`config.mk`:
```
export PLATFORM = sky130hd
export DESIGN_NAME = oclf_osc_ctrl
export DESIGN_NICKNAME = d
export VERILOG_FILES = /design/src/oclf_pkg.sv /design/src/oclf_osc_ctrl.sv /design/src/oclf_fail_det.sv
export SDC_FILE = /design/constraint.sdc
export NUM_CORES = 1
export LEC_CHECK = 0
export BUFFER_PORTS_ARGS = -buffer_cell sky130_fd_sc_hd__clkbuf_2
export CORE_MARGIN = 4
export CORE_UTILIZATION = 49
export DETAILED_ROUTE_END_ITERATION = 10
export PLACE_DENSITY = 0.74
export SETUP_SLACK_MARGIN = 0.02
export SYNTH_ARGS = -nofsm -noshare
export SYNTH_HDL_FRONTEND = slang
export SYNTH_SLANG_ARGS = --single-unit
```
`constraint.sdc`:
```
create_clock -name clk_sys -period 2.6 [get_ports clk_sys]
set_clock_uncertainty 0.05 [all_clocks]
set_input_delay 0.65 -clock clk_sys [delete_from_list [all_inputs] [get_ports clk_sys]]
set_output_delay 0.65 -clock clk_sys [all_outputs]
set_load 0.1 [all_outputs]
```
`src/oclf_pkg.sv`:
```
// Package for the oscillator control block: offsets, field layouts, reset values, timing.
// Assumes a 100 MHz system clock and an APB master with 32-bit data.
package oclf_pkg;

  // Timing: the failure threshold is one period of a 1 kHz clock
  localparam int unsigned CLK_PERIOD_NS = 10;
  localparam int unsigned FAIL_FREQ_HZ = 1000;
  localparam int unsigned FAIL_PERIOD_NS = 1000000000 / FAIL_FREQ_HZ;
  localparam int unsigned FAIL_CYC = FAIL_PERIOD_NS / CLK_PERIOD_NS;
  localparam int unsigned DET_CNT_W = 24;

  // Unlock key values
  localparam logic [7:0] UNLOCK_KEY1 = 8'hE7;
  localparam logic [7:0] UNLOCK_KEY2 = 8'h18;

  // Register byte offsets
  localparam int unsigned ADDR_W = 12;
  localparam logic [11:0] OFF_OSC_CTRL = 12'h000;
  localparam logic [11:0] OFF_IRQ_STATUS = 12'h004;
  localparam logic [11:0] OFF_IRQ_CLEAR = 12'h008;
  localparam logic [11:0] OFF_IRQ_ENABLE = 12'h00C;
  localparam logic [11:0] OFF_CLK_STATE = 12'h010;

  // Clock source codes
  localparam logic [1:0] SRC_PREC = 2'h0;
  localparam logic [1:0] SRC_XTAL = 2'h1;
  localparam logic [1:0] SRC_EXTCLK = 2'h2;
  localparam logic [1:0] SRC_WDT = 2'h3;
  localparam int unsigned NUM_SRC = 4;

  // Interrupt status bit positions
  localparam int unsigned IRQ_W = 3;
  localparam int unsigned ST_PRI_FAIL = 0;
  localparam int unsigned ST_WDT_FAIL = 1;
  localparam int unsigned ST_FALLBACK = 2;

  // Clock state register bit positions
  localparam int unsigned CS_SRC_LSB = 0;
  localparam int unsigned CS_HALF_BIT = 2;
  localparam int unsigned CS_OPEN_BIT = 3;
  localparam int unsigned CS_FALLBACK_BIT = 4;

  // Oscillator control register layout, bit 7 down to bit 0
  typedef struct packed {
    logic internal_precision_osc;
    logic wdt_osc_en;
    logic primary_fail_detect_enable;
    logic wdt_osc_fail_detect_enable;
    logic [1:0] rsvd;
    logic [1:0] clock_source_select;
  } oclf_ctrl_t;

  localparam oclf_ctrl_t CTRL_RST = 8'hC0;

  typedef enum logic [1:0] {UL_LOCKED, UL_HALF, UL_OPEN} oclf_unlock_t;

  typedef struct packed {
    logic psel;
    logic penable;
    logic pwrite;
    logic [11:0] paddr;
    logic [31:0] pwdata;
  } oclf_apb_req_t;

  typedef struct packed {
    logic [31:0] prdata;
    logic pready;
    logic pslverr;
  } oclf_apb_rsp_t;

  typedef struct packed {
    logic [2:0] sync;
    logic level;
    logic [DET_CNT_W-1:0] cnt;
    logic fail;
  } oclf_det_t;

  typedef struct packed {
    oclf_unlock_t ul;
    oclf_ctrl_t ctrl;
    logic fallback;
    logic [1:0] active_src;
    logic [IRQ_W-1:0] status;
    logic [IRQ_W-1:0] irq_en;
    logic irq;
    logic nmi;
    oclf_apb_rsp_t rsp;
  } oclf_state_t;

  localparam oclf_state_t ST_RST = '{
    ul: UL_LOCKED,
    ctrl: CTRL_RST,
    fallback: 1'b0,
    active_src: SRC_PREC,
    status: 3'h0,
    irq_en: 3'h0,
    irq: 1'b0,
    nmi: 1'b0,
    rsp: '{prdata: 32'h0, pready: 1'b0, pslverr: 1'b0}
  };

endpackage

```
`src/oclf_osc_ctrl.sv`:
```
// Oscillator control with unlock protection, clock source selection and failover.
// Assumes an APB master on clk_sys and raw oscillator activity pins, one per source.
`timescale 1ns/1ns
module oclf_osc_ctrl import oclf_pkg::*; #(
  parameter int unsigned FAIL_TIMEOUT_CYC = FAIL_CYC
) (
  input wire logic clk_sys,
  input wire logic nrst,
  input wire oclf_apb_req_t apb_req,
  output oclf_apb_rsp_t apb_rsp,
  input wire logic [NUM_SRC-1:0] osc_act_pin,
  output logic [1:0] sys_clk_sel,
  output logic internal_precision_osc_en,
  output logic wdt_osc_en,
  output logic irq,
  output logic clk_fail_nmi
);

  oclf_state_t st_ff;
  oclf_state_t nxt_st;

  logic pri_fail;
  logic wdt_fail;
  logic pri_pin;
  logic setup;
  logic done;
  logic wr;
  logic [7:0] wbyte;
  logic [IRQ_W-1:0] clr;
  logic [IRQ_W-1:0] evt;
  logic commit;

  // Mapped register check, used only for the error answer
  function automatic logic reg_hit(input logic [11:0] addr);
    reg_hit = (addr == OFF_OSC_CTRL) || (addr == OFF_IRQ_STATUS) ||
              (addr == OFF_IRQ_CLEAR) || (addr == OFF_IRQ_ENABLE) ||
              (addr == OFF_CLK_STATE);
  endfunction

  // Read data for an address; narrow registers sit in the low bits
  function automatic logic [31:0] rd_val(input logic [11:0] addr, input oclf_state_t s);
    logic [31:0] v;
    v = 32'h0;
    case (addr)
      OFF_OSC_CTRL: begin
        v[7:0] = s.ctrl;
      end
      OFF_IRQ_STATUS: begin
        v[IRQ_W-1:0] = s.status;
      end
      OFF_IRQ_ENABLE: begin
        v[IRQ_W-1:0] = s.irq_en;
      end
      OFF_CLK_STATE: begin
        v[CS_SRC_LSB +: 2] = s.active_src;
        v[CS_HALF_BIT] = (s.ul == UL_HALF);
        v[CS_OPEN_BIT] = (s.ul == UL_OPEN);
        v[CS_FALLBACK_BIT] = s.fallback;
      end
      default: begin
        v = 32'h0;
      end
    endcase
    rd_val = v;
  endfunction

  // Primary detector watches the configured source, so a switch with the
  // detector left on can see a stalled input and report a failure
  assign pri_pin = osc_act_pin[st_ff.ctrl.clock_source_select];

  oclf_fail_det #(
    .TIMEOUT_CYC(FAIL_TIMEOUT_CYC)
  ) u_pri_det (
    .clk_sys(clk_sys),
    .nrst(nrst),
    .en(st_ff.ctrl.primary_fail_detect_enable),
    .osc_pin(pri_pin),
    .fail(pri_fail)
  );

  // Watchdog oscillator detector runs only while that oscillator is on
  oclf_fail_det #(
    .TIMEOUT_CYC(FAIL_TIMEOUT_CYC)
  ) u_wdt_det (
    .clk_sys(clk_sys),
    .nrst(nrst),
    .en(st_ff.ctrl.wdt_osc_fail_detect_enable & st_ff.ctrl.wdt_osc_en),
    .osc_pin(osc_act_pin[SRC_WDT]),
    .fail(wdt_fail)
  );

  // Bus phase decode
  always_comb begin
    setup = apb_req.psel & ~apb_req.penable;
    done = apb_req.psel & apb_req.penable & st_ff.rsp.pready;
    wr = done & apb_req.pwrite;
    wbyte = apb_req.pwdata[7:0];
    clr = '0;
    if (wr && apb_req.paddr == OFF_IRQ_CLEAR) begin
      clr = apb_req.pwdata[IRQ_W-1:0];
    end
  end

  // Next state of the whole block
  always_comb begin
    nxt_st = st_ff;
    commit = 1'b0;
    evt = '0;

    // APB answer: no wait state, pready high during the first access cycle
    nxt_st.rsp.pready = setup;
    if (setup) begin
      nxt_st.rsp.prdata = apb_req.pwrite ? 32'h0 : rd_val(apb_req.paddr, st_ff);
      nxt_st.rsp.pslverr = ~reg_hit(apb_req.paddr);
    end else if (done) begin
      nxt_st.rsp.prdata = 32'h0;
      nxt_st.rsp.pslverr = 1'b0;
    end

    // Interrupt enable register
    if (wr && apb_req.paddr == OFF_IRQ_ENABLE) begin
      nxt_st.irq_en = apb_req.pwdata[IRQ_W-1:0];
    end

    // Unlock tracker; only writes to the control register move it, so
    // accesses to other registers in between leave it where it is
    if (wr && apb_req.paddr == OFF_OSC_CTRL) begin
      case (st_ff.ul)
        UL_LOCKED: begin
          if (wbyte == UNLOCK_KEY1) begin
            nxt_st.ul = UL_HALF;
          end
        end
        UL_HALF: begin
          if (wbyte == UNLOCK_KEY2) begin
            nxt_st.ul = UL_OPEN;
          end else if (wbyte == UNLOCK_KEY1) begin
            nxt_st.ul = UL_HALF;
          end else begin
            nxt_st.ul = UL_LOCKED;
          end
        end
        UL_OPEN: begin
          // Commit the value and relock in the same edge
          nxt_st.ctrl = wbyte;
          nxt_st.ctrl.rsvd = 2'h0;
          nxt_st.ul = UL_LOCKED;
          commit = 1'b1;
        end
        default: begin
          nxt_st.ul = UL_LOCKED;
        end
      endcase
    end

    // A committed write hands the clock back to software's choice; the
    // precision oscillator keeps its own enable bit whatever is selected
    if (commit) begin
      nxt_st.fallback = 1'b0;
    end

    // Failover to the watchdog oscillator on primary failure
    if (pri_fail) begin
      evt[ST_PRI_FAIL] = 1'b1;
      if (st_ff.ctrl.wdt_osc_en && st_ff.ctrl.clock_source_select != SRC_WDT &&
          !st_ff.fallback && !commit) begin
        nxt_st.fallback = 1'b1;
        evt[ST_FALLBACK] = 1'b1;
      end
    end
    if (wdt_fail) begin
      evt[ST_WDT_FAIL] = 1'b1;
    end

    nxt_st.active_src = nxt_st.fallback ? SRC_WDT : nxt_st.ctrl.clock_source_select;

    // Sticky status: a new event wins over a clear in the same cycle
    nxt_st.status = (st_ff.status & ~clr) | evt;
    nxt_st.irq = |(nxt_st.status & nxt_st.irq_en);

    // Non-maskable pulse, not gated by the enable register
    nxt_st.nmi = pri_fail;
  end

  // Single state register; reset restores the locked tracker and the
  // default clock set-up with the precision oscillator running
  always_ff @(posedge clk_sys) begin
    if (!nrst) begin
      st_ff <= ST_RST;
    end else begin
      st_ff <= nxt_st;
    end
  end

  // Outputs straight from the state register
  assign apb_rsp = st_ff.rsp;
  assign sys_clk_sel = st_ff.active_src;
  assign internal_precision_osc_en = st_ff.ctrl.internal_precision_osc;
  assign wdt_osc_en = st_ff.ctrl.wdt_osc_en;
  assign irq = st_ff.irq;
  assign clk_fail_nmi = st_ff.nmi;

endmodule

```
`src/oclf_fail_det.sv`:
```
// Oscillator activity watcher: flags a failure when its pin stops toggling.
// Assumes osc_pin is asynchronous to clk_sys; it passes three flip-flops.
`timescale 1ns/1ns
module oclf_fail_det import oclf_pkg::*; #(
  parameter int unsigned TIMEOUT_CYC = FAIL_CYC
) (
  input wire logic clk_sys,
  input wire logic nrst,
  input wire logic en,
  input wire logic osc_pin,
  output logic fail
);

  oclf_det_t st_ff;
  oclf_det_t nxt_st;
  logic change;

  // A toggle counts once the second and third stages agree on a new level
  always_comb begin
    nxt_st = st_ff;
    nxt_st.sync = {st_ff.sync[1:0], osc_pin};
    nxt_st.fail = 1'b0;
    change = (st_ff.sync[1] == st_ff.sync[2]) && (st_ff.sync[2] != st_ff.level);
    if (change) begin
      nxt_st.level = st_ff.sync[2];
    end
    if (!en || change) begin
      nxt_st.cnt = '0;
    end else if (st_ff.cnt < DET_CNT_W'(TIMEOUT_CYC - 1)) begin
      nxt_st.cnt = st_ff.cnt + DET_CNT_W'(1);
    end else if (st_ff.cnt == DET_CNT_W'(TIMEOUT_CYC - 1)) begin
      // Saturate so that a dead oscillator reports once, not every period
      nxt_st.cnt = DET_CNT_W'(TIMEOUT_CYC);
      nxt_st.fail = 1'b1;
    end
  end

  always_ff @(posedge clk_sys) begin
    if (!nrst) begin
      st_ff <= '0;
    end else begin
      st_ff <= nxt_st;
    end
  end

  assign fail = st_ff.fail;

endmodule

```
==> results.cfg, run 1 <==
[placement]
dp_hpwl_um = 7000
place.gp.congestion = 0.858
placement.io_buffers = 44

[yosys]
synth_top_family_by_area = simple AND/OR/NAND/NOR gates
synth_seq_cells = 87
synth_xor_area_share_pct = 0.834
synth-compound-area-share_pct = 15.0
yosysTopAreaCellShare_pct = 41.5
syn_area_per_cell_um2 = 8.75
synth-simple-area-share_pct = 28.6
synth_mux_area_share_pct = 4.44
synth_warnings = 0
ys_seq_area_share_pct = 41.5
netlist_instances = 480
synth.top_cells.by_area = dfxtp_1, buf_4, a21oi_1, and2_1, nand2_1
synth-main-ff-cell = dfxtp_1
synth_edf_count = 0
synth-adder-area-share_pct = 0.596
yosys.area.top_type = dfxtp_1
yosysUniqueCellTypes = 60
async_flop_share_pct = 0
synthesis.area_um2 = 4200

[critical_path]
worstPathArrival_ps = 2640
worst_path_largest_cell_delay_ps = 530
critPathKind = flip-flop to flip-flop
path_delay_family = simple AND/OR/NAND/NOR gates
worstSetupEndpointType = flip-flop
critPathSlowestCell = or4_4
path_cells = or4_4 -> or2_1 -> or3_4 -> buf_4 -> or3_1 -> a21oi_1
required_ps = 2850
crit_fanout = 16
path_buf_inv = 1
crit_path_start_kind = flip-flop

[clock_network]
cts_tree = done
postCtsHoldBufs = 0
clk_latency_ps = 370
h-tree-depth = 3
ctsResizeCount = 1
postCtsSetupBuffers = 0
cts.reportedPaths.clkPinSlew_ps = 100
clockBufferDepth = 2
cts_root_buf = clkbuf_8
cts_buffers = 9
cts.sinks = 87

[global_routing]
track_usage_pct = 18.8
grt_max_degree = 20
globalRoute.totalOverflow = 0
grt_pass1_wl_um = 15600
antenna_found_initial = 0
grt_pass1_vias = 3364

[final_layout]
final_common_cell = dfxtp_1
seq_area_um2 = 1740
layout_common_cells = dfxtp_1, clkbuf_2, nand2_1, a21oi_1, nor2_1
areaGrowthSynthToFinish_pct = 11.7
antenna_cells = 0
n_fill_cell = 748
drive_gt1_share_pct = 18.5
fin_nets = 586
multiInputGateArea_um2 = 2180

[sta]
worstMarginPinSlew_ps = 668
fin_crit_sh_pct = 92.0
slew_violations = 0
tns_ps = 0
layout_min_cycle_time_ps = 2390
setup_viol = 0
hold_violations = 0
fmax_mhz = 418
slew_headroom_pct = 54.9
holdWs_ps = 398
grt_setup_unrepaired = false

[power_and_ir_drop]
power_leakage_nw = 1.89
finalPower_w = 0.00251
peakVddDrop_mv = 0.228
p_per_area_nw_per_um2 = 535

[route]
num_vias = 3647
drt-initial-drc-count = 126
postRouteWirelength_um = 9300
postRouteAntennaNets = 0
drc_errors = 0
viasPerCell = 5.69
avgRoutedWirePerCell_um = 14.5
firstDrtPassIters = 5

[min_path]
hp-class = flip-flop to flip-flop

[die]
initial_core_util_pct = 50.9
pin_count = 93
fp.dieArea_um2 = 10100
die_w_um = 101
fp.dieH_um = 101
fp.coreArea_um2 = 8260
core.rowCount = 33

[run_status]
outcome = completed

[job]
max-cap-violations = 0
[area by class of cell]
type	count	share of cell area, %
multi-input combinational	352	46.4
clock buffer	9	2.64
tap	105	2.80
inverter	15	1.20
clock inverter	7	1.60
sequential	87	37.1
timing repair buffer	66	8.21
[kinds of logic (layout without fill, tap and decap cells)]
kind of cell    count (synthesis)  in the layout
compound gates                 96             96
xor+xnor                        4              4
fa+ha+maj                       2              2
buf+inv                        64             97
flops                          87             87
mux                            17             17
other cells                     1             24
simple gates                  209            209
[cell usage after synthesis (13+ instances only)]
library cell	number
nor2_1	30
inv_1	15
buf_4	36
a21oi_1	33
or4_1	15
nand2_1	38
nand3_1	16
mux2i_1	13
o21ai_0	13
nand4_1	18
and2_1	23
dfxtp_1	87
[where the power goes]
group	switching (W)	total [W]	internal, W
sequential	0.00000304	0.00134	0.00134
combinational	0.000205	0.000237	0.0000319
clock	0.000555	0.000935	0.000380
[registers in the layout (all words and copies together), names as in the netlist, 2 cells and up]
| register | flops |
|---|---|
| st_ff | 13 |
| sys_clk_sel | 2 |
| u_wdt_det.nxt_st | 2 |
| u_pri_det.st_ff | 26 |
| apb_rsp | 10 |
| u_wdt_det.st_ff | 26 |
| u_pri_det.nxt_st | 2 |
[worst register-to-register path, delay by kind of cell (launching register included)]
kind	cells	cell delay [ps]
flops	1	320
compound gates	1	160
buf+inv	1	180
simple gates	4	1630
[through the flow]
| stage | utilization [%] | area [um2] | std cells | setup WS (ps) |
|---|---|---|---|---|
| final | 56.8 | 4690 | 641 | 207 |
| after global routing | 56.8 | 4690 | 641 | 79.0 |
| after CTS | 56.8 | 4690 | 641 | 140 |
| after detailed placement | 54.3 | 4490 | 625 | -22.7 |
| after global placement | 54.3 | 4490 | 625 | 6.17 |
| after floorplan | - | 4290 | 503 | 36.4 |
[per-layer routing]
layer | GRT usage (%) | routed length [um]
met3 | 3.04 | 575
met4 | 9.12 | 206
met5 | 0 | 0
met2 | 30.5 | 4470
met1 | 24.2 | 4050
[worst paths after layout]
path / from / end / slack (ps) / cells after the start
max: u_wdt_det.st_ff[18] / u_wdt_det.st_ff[4] / 210 / 6
min: u_pri_det.nxt_st[27] / u_pri_det.nxt_st[28] / 400 / 1
max reg2reg: u_wdt_det.st_ff[18] / u_wdt_det.st_ff[4] / 210 / 6
min reg2reg: u_pri_det.nxt_st[27] / u_pri_det.nxt_st[28] / 400 / 1
(Power assumes the default switching activity.)
==> run 2: changes to the inputs <==
PLACE_DENSITY = 0.76   (was 0.74)
SYNTH_HIERARCHICAL = 1   (was not set)
==> run 2 against run 1 <==
Effect of this change: area after synthesis is 0.24% higher; global-route usage down 1.2 points; critical path depth decreased by 1; core utilization is 1.2 points lower; setup slack got worse by 19 ps; sequential share of layout area is 0.59 points higher; via count down 3.4%; synthesized cell count is 0.63% lower; fmax down 0.81%; register-to-register slack got worse by 20 ps; power is 1.6% lower; cell area down 1.6%; critical path type unchanged; critical endpoint is now u_wdt_det/st_ff[13]; highest routed layer unchanged.
==> results.cfg, run 2 <==
[yosys]
syn_area_per_cell_um2 = 8.83
netlist_instances = 477
synth_edf_count = 0
synth_warnings = 6
synth.top_cells.by_area = dfxtp_1, buf_4, and2_1, mux2i_1, nand2_1
yosysTopAreaCellShare_pct = 41.4
yosysUniqueCellTypes = 52
async_flop_share_pct = 0
ys_seq_area_share_pct = 41.4
synth_most_common_cell = dfxtp_1
netlist_top_cells_count = dfxtp_1, nand2_1, buf_4, nor2_1, and2_1
yosys.area.top_type = dfxtp_1
synth-main-ff-cell = dfxtp_1
synthesis.area_um2 = 4210
synth_seq_cells = 87

[final_layout]
largest_registers = u_pri_det/st_ff: 26 flops, u_wdt_det/st_ff: 26 flops, st_ff: 13 flops
antenna_cells = 0
drive_gt1_share_pct = 17.8
stdcell_area_um2 = 4620
finalNonFillerCells = 628
areaGrowthSynthToFinish_pct = 9.72
layout_common_cells = dfxtp_1, clkbuf_2, nand2_1, nor2_1, and2_1
fin_nets = 573
final_common_cell = dfxtp_1

[power_and_ir_drop]
finalPower_w = 0.00247
seq_power_share_pct = 54.2
p_per_area_nw_per_um2 = 535
peakVddDrop_mv = 0.295
netSwitchingFraction_pct = 29.7
power_leakage_nw = 1.85
power.switching_w = 0.000735
power.share.clock_pct = 36.4
p_int_w = 0.00174
p_comb_share_pct = 9.4

[sta]
grt_setup_unrepaired = false
slew_violations = 0
setup_viol = 0
tns_ps = 0
worstMarginPinSlew_ps = 850
fmax_mhz = 415
layout_min_cycle_time_ps = 2410
fin_crit_sh_pct = 92.8
worst_slack_ps = 188
hold_violations = 0
slew_headroom_pct = 42.9

[die]
die_w_um = 101
fp.dieArea_um2 = 10100
core.rowCount = 33
initial_core_util_pct = 50.7
fp.dieH_um = 101
pin_count = 93
fp.coreArea_um2 = 8300

[critical_path]
worstPathArrival_ps = 2650
crit_fanout = 8
startpoint = u_wdt_det/st_ff[20]
timing.rr.start = u_wdt_det/st_ff[20]
critPathKind = flip-flop to flip-flop
crit_path_start_kind = flip-flop
endpoint = u_wdt_det/st_ff[13]
worstReg2RegEnd = u_wdt_det/st_ff[13]
ff2ff_setup_slack_ps = 190
r2r_cells = 5
required_ps = 2840
worstSetupEndpointType = flip-flop

[clock_network]
cts_tree = done
cts.reportedPaths.clkPinSlew_ps = 90
h-tree-depth = 3
cts_buffers = 9
clockBufferDepth = 2
clk_latency_ps = 360
cts.sinks = 87
postCtsSetupBuffers = 0
cts_root_buf = clkbuf_8
postCtsHoldBufs = 0
ctsResizeCount = 0

[global_routing]
grt_max_degree = 18
globalRoute.totalOverflow = 0
track_usage_pct = 17.6
grt_pass1_wl_um = 14400
grt_pass1_vias = 3132
antenna_found_initial = 0

[route]
postRouteWirelength_um = 8820
drt-initial-drc-count = 183
avgRoutedWirePerCell_um = 14.0
viasPerCell = 5.61
firstDrtPassIters = 4
drc_errors = 0
postRouteAntennaNets = 0
num_vias = 3522

[placement]
dp_slack_ps = 21.7
dp_hpwl_um = 6620
place_inst = 612
placement.io_buffers = 44
placed_area_um2 = 4420
place.gp.congestion = 0.884

[min_path]
hp-class = flip-flop to flip-flop

[job]
max-cap-violations = 0

[run_status]
outcome = completed
-- run 2: worst max-delay path, stage by stage (launching register included) --
cell and delay (ps):
dfxtp_1 320, or4_1 540, or4_1 460, or4_4 490, or3_1 330, a21oi_1 160
-- run 2: layout make-up --
| type | count | area (um2) |
|---|---|---|
| Sequential cell | 87 | 1740 |
| Tap cell | 105 | 131 |
| Fill cell | 730 | 3680 |
| Timing Repair Buffer | 58 | 325 |
| Clock inverter | 7 | 66.3 |
| Inverter | 17 | 63.8 |
| Multi-Input combinational cell | 345 | 2170 |
| Clock buffer | 9 | 124 |
-- run 2: worst min path at each step --
| stage | from | end | slack [ps] | depth (start not counted) |
|---|---|---|---|---|
| after global routing | u_wdt_det/nxt_st[27] | u_wdt_det/nxt_st[28] | 410 | 1 |
| final | u_wdt_det/nxt_st[27] | u_wdt_det/nxt_st[28] | 390 | 1 |
| after floorplan | u_pri_det/nxt_st[27] | u_pri_det/nxt_st[28] | 360 | 1 |
| after CTS | u_wdt_det/nxt_st[27] | u_wdt_det/nxt_st[28] | 390 | 1 |
| after detailed placement | u_wdt_det/nxt_st[27] | u_wdt_det/nxt_st[28] | 370 | 1 |
| after global placement | u_wdt_det/nxt_st[27] | u_wdt_det/nxt_st[28] | 370 | 1 |
-- run 2: stage by stage --
stage          hold WS, ps  utilization, %
6_report               391            55.7
5_1_grt                412            55.7
4_1_cts                390            55.6
3_5_place_dp           370            53.3
3_3_place_gp           365            53.3
2_1_floorplan          362               -
-- run 2: metal layers --
layer  wire length [um]  global-route usage, %
met2               4110                   28.1
met1               4050                   23.3
met3                553                   3.74
met4                112                   6.53
met5                  0                      0
-- run 2: cells by family after synthesis --
family | share of synthesized area (%)
other | 0.0891
buffers and inverters | 9.39
AND/OR/NAND/NOR | 27.9
multiplexers | 4.10
flip-flops | 41.4
adder cells (fa/ha/maj) | 0.594
AO/OA/AOI/OAI | 14.5
XOR/XNOR | 2.08
-- run 2: power groups by stage --
stage / clock (W) / sequential, W / combinational, W
3_3_place_gp: 0 / 0.00137 / 0.000230
4_1_cts: 0.000918 / 0.00134 / 0.000231
5_1_grt: 0.000969 / 0.00134 / 0.000242
2_1_floorplan: 0 / 0.00137 / 0.000220
3_5_place_dp: 0 / 0.00137 / 0.000231
6_report: 0.000899 / 0.00134 / 0.000232
==> run 3: changes to the inputs <==
ABC_AREA = 1   (was not set)
CORE_UTILIZATION = 51   (was 49)
PLACE_DENSITY = 0.77   (was 0.76)
==> run 3 against run 2 <==
Effect of this change: via count grew 29%; setup slack gained 390 ps; critical path type is now flip-flop to output pin; largest power group unchanged; combinational power grew 5%; first-iteration DRC count grew 49%; non-clock buffer count shrank 13; highest routed layer unchanged; cell count grew 44%; critical path depth shrank 4.
==> results.cfg, run 3 <==
[final_layout]
final_common_cell = nand2_1
largest_registers = u_pri_det/st_ff: 26 flops, u_wdt_det/st_ff: 26 flops, st_ff: 13 flops
fin_nets = 827
finalNonFillerCells = 906
layout_common_cells = nand2_1, nor2_1, inv_1, dfxtp_1, nand3_1
antenna_cells = 0
drive_gt1_share_pct = 15.7
areaGrowthSynthToFinish_pct = 6.40

[clock_network]
cts.sinks = 87
cts.reportedPaths.clkPinSlew_ps = 100
postCtsSetupBuffers = 0
clockBufferDepth = 2
clk_latency_ps = 360
postCtsHoldBufs = 0
cts_buffers = 9
h-tree-depth = 3
cts_tree = done
cts_root_buf = clkbuf_8
ctsResizeCount = 0

[placement]
dp_slack_ps = 402
dp_hpwl_um = 8570
place_inst = 890
place.gp.congestion = 0.904
placement.io_buffers = 44

[global_routing]
grt_pass1_vias = 4099
grt_max_degree = 20
antenna_found_initial = 0
grt_pass1_wl_um = 18500
track_usage_pct = 19.8
globalRoute.totalOverflow = 0

[yosys]
synthesis.area_um2 = 4940
yosys.area.top_type = dfxtp_1
synth_most_common_cell = nand2_1
synth.top_cells.by_area = dfxtp_1, nand2_1, nor2_1, inv_1, nand3_1
syn_area_per_cell_um2 = 6.69
synth_seq_cells = 87
yosysUniqueCellTypes = 32
synth-main-ff-cell = dfxtp_1
synth_edf_count = 0
netlist_instances = 739
ys_seq_area_share_pct = 35.2
synth_warnings = 6
yosysTopAreaCellShare_pct = 35.2
async_flop_share_pct = 0
netlist_top_cells_count = nand2_1, nor2_1, inv_1, dfxtp_1, nand3_1

[route]
postRouteWirelength_um = 11100
avgRoutedWirePerCell_um = 12.3
viasPerCell = 5.03
drt-initial-drc-count = 272
firstDrtPassIters = 5
drc_errors = 0
postRouteAntennaNets = 0
num_vias = 4554

[critical_path]
crit_fanout = 5
worstReg2RegEnd = u_pri_det/st_ff[1]
timing.rr.start = u_pri_det/st_ff[1]
critPathSlowestCell = clkbuf_2
path_buf_inv = 1
worst_path_largest_cell_delay_ps = 500
critPathKind = flip-flop to output pin
worstPathArrival_ps = 1320
required_ps = 1900
crit_cells = 1
r2r_cells = 9
ff2ff_setup_slack_ps = 790
path_cells = clkbuf_2
crit_path_start_kind = flip-flop
path_delay_family = buffers and inverters
worstSetupEndpointType = output pin

[sta]
worst_slack_ps = 582
slew_violations = 0
slew_headroom_pct = 62.6
layout_min_cycle_time_ps = 2020
grt_setup_unrepaired = false
tns_ps = 0
hold_violations = 0
fin_crit_sh_pct = 77.6
worstMarginPinSlew_ps = 558
setup_viol = 0
fmax_mhz = 496

[min_path]
hp-start = u_wdt_det/nxt_st[27]
hold_depth = 2
hold_end = u_wdt_det/nxt_st[28]
hp-class = flip-flop to flip-flop

[power_and_ir_drop]
peakVddDrop_mv = 0.274
p_per_area_nw_per_um2 = 475
power_leakage_nw = 2.22

[die]
initial_core_util_pct = 53.0
fp.dieH_um = 106
die_w_um = 106
fp.dieArea_um2 = 11300
core.rowCount = 35
fp.coreArea_um2 = 9330
pin_count = 93

[job]
max-cap-violations = 0

[run_status]
outcome = completed
==> run 3: where the power goes <==
group          switching, W  total (W)  leakage [nW]  internal, W
registers        0.00000307    0.00134         0.702      0.00134
clock network      0.000507   0.000916         0.100     0.000409
logic              0.000214   0.000243          1.42    0.0000293
total              0.000724    0.00250          2.22      0.00177
==> run 3: worst max-delay path by stage <==
stage / startpoint / to / slack, ps
2_1_floorplan: wdt_osc_en / u_wdt_det/st_ff[9] / 860
3_3_place_gp: nrst / u_pri_det/st_ff[9] / 490
3_5_place_dp: nrst / u_wdt_det/st_ff[9] / 400
4_1_cts: wdt_osc_en / wdt_osc_en / 590
5_1_grt: wdt_osc_en / wdt_osc_en / 540
6_report: wdt_osc_en / wdt_osc_en / 580
==> run 3: layout make-up <==
type                       count  area [um2]
fill                         927        4070
multi-input combinational    508        2480
sequential                    87        1740
inverter                     121         455
timing repair buffer          45         228
tap                          129         161
clock buffer                  11         151
clock inverter                 5        40.0
==> run 3: metrics by stage <==
step	total power [W]	instance area (um2)	hold slack (ps)	utilization, %
after floorplan	0.00160	5030	340	-
after global placement	0.00161	5070	351	54.3
after detailed placement	0.00161	5070	351	54.3
after CTS	0.00251	5260	378	56.4
after global routing	0.00259	5260	410	56.4
final	0.00250	5260	379	56.4
==> run 3: per-layer routing <==
layer  GRT usage [%]  up-vias  wire, um
met5               0        -         0
met4            5.94        0       186
li1                -     2343         -
met1            25.7     2034      4930
met3            3.28       24       729
met2            33.9      153      5280
==> run 3: kinds of logic after synthesis <==
| kind of cell | after synthesis | share of synthesized area [%] |
|---|---|---|
| simple gates | 402 | 38.9 |
| flops | 87 | 35.2 |
| buf+inv | 167 | 16.3 |
| compound gates | 74 | 7.90 |
| xor+xnor | 6 | 1.06 |
| fa+ha+maj | 2 | 0.506 |
| other cells | 1 | 0.0759 |
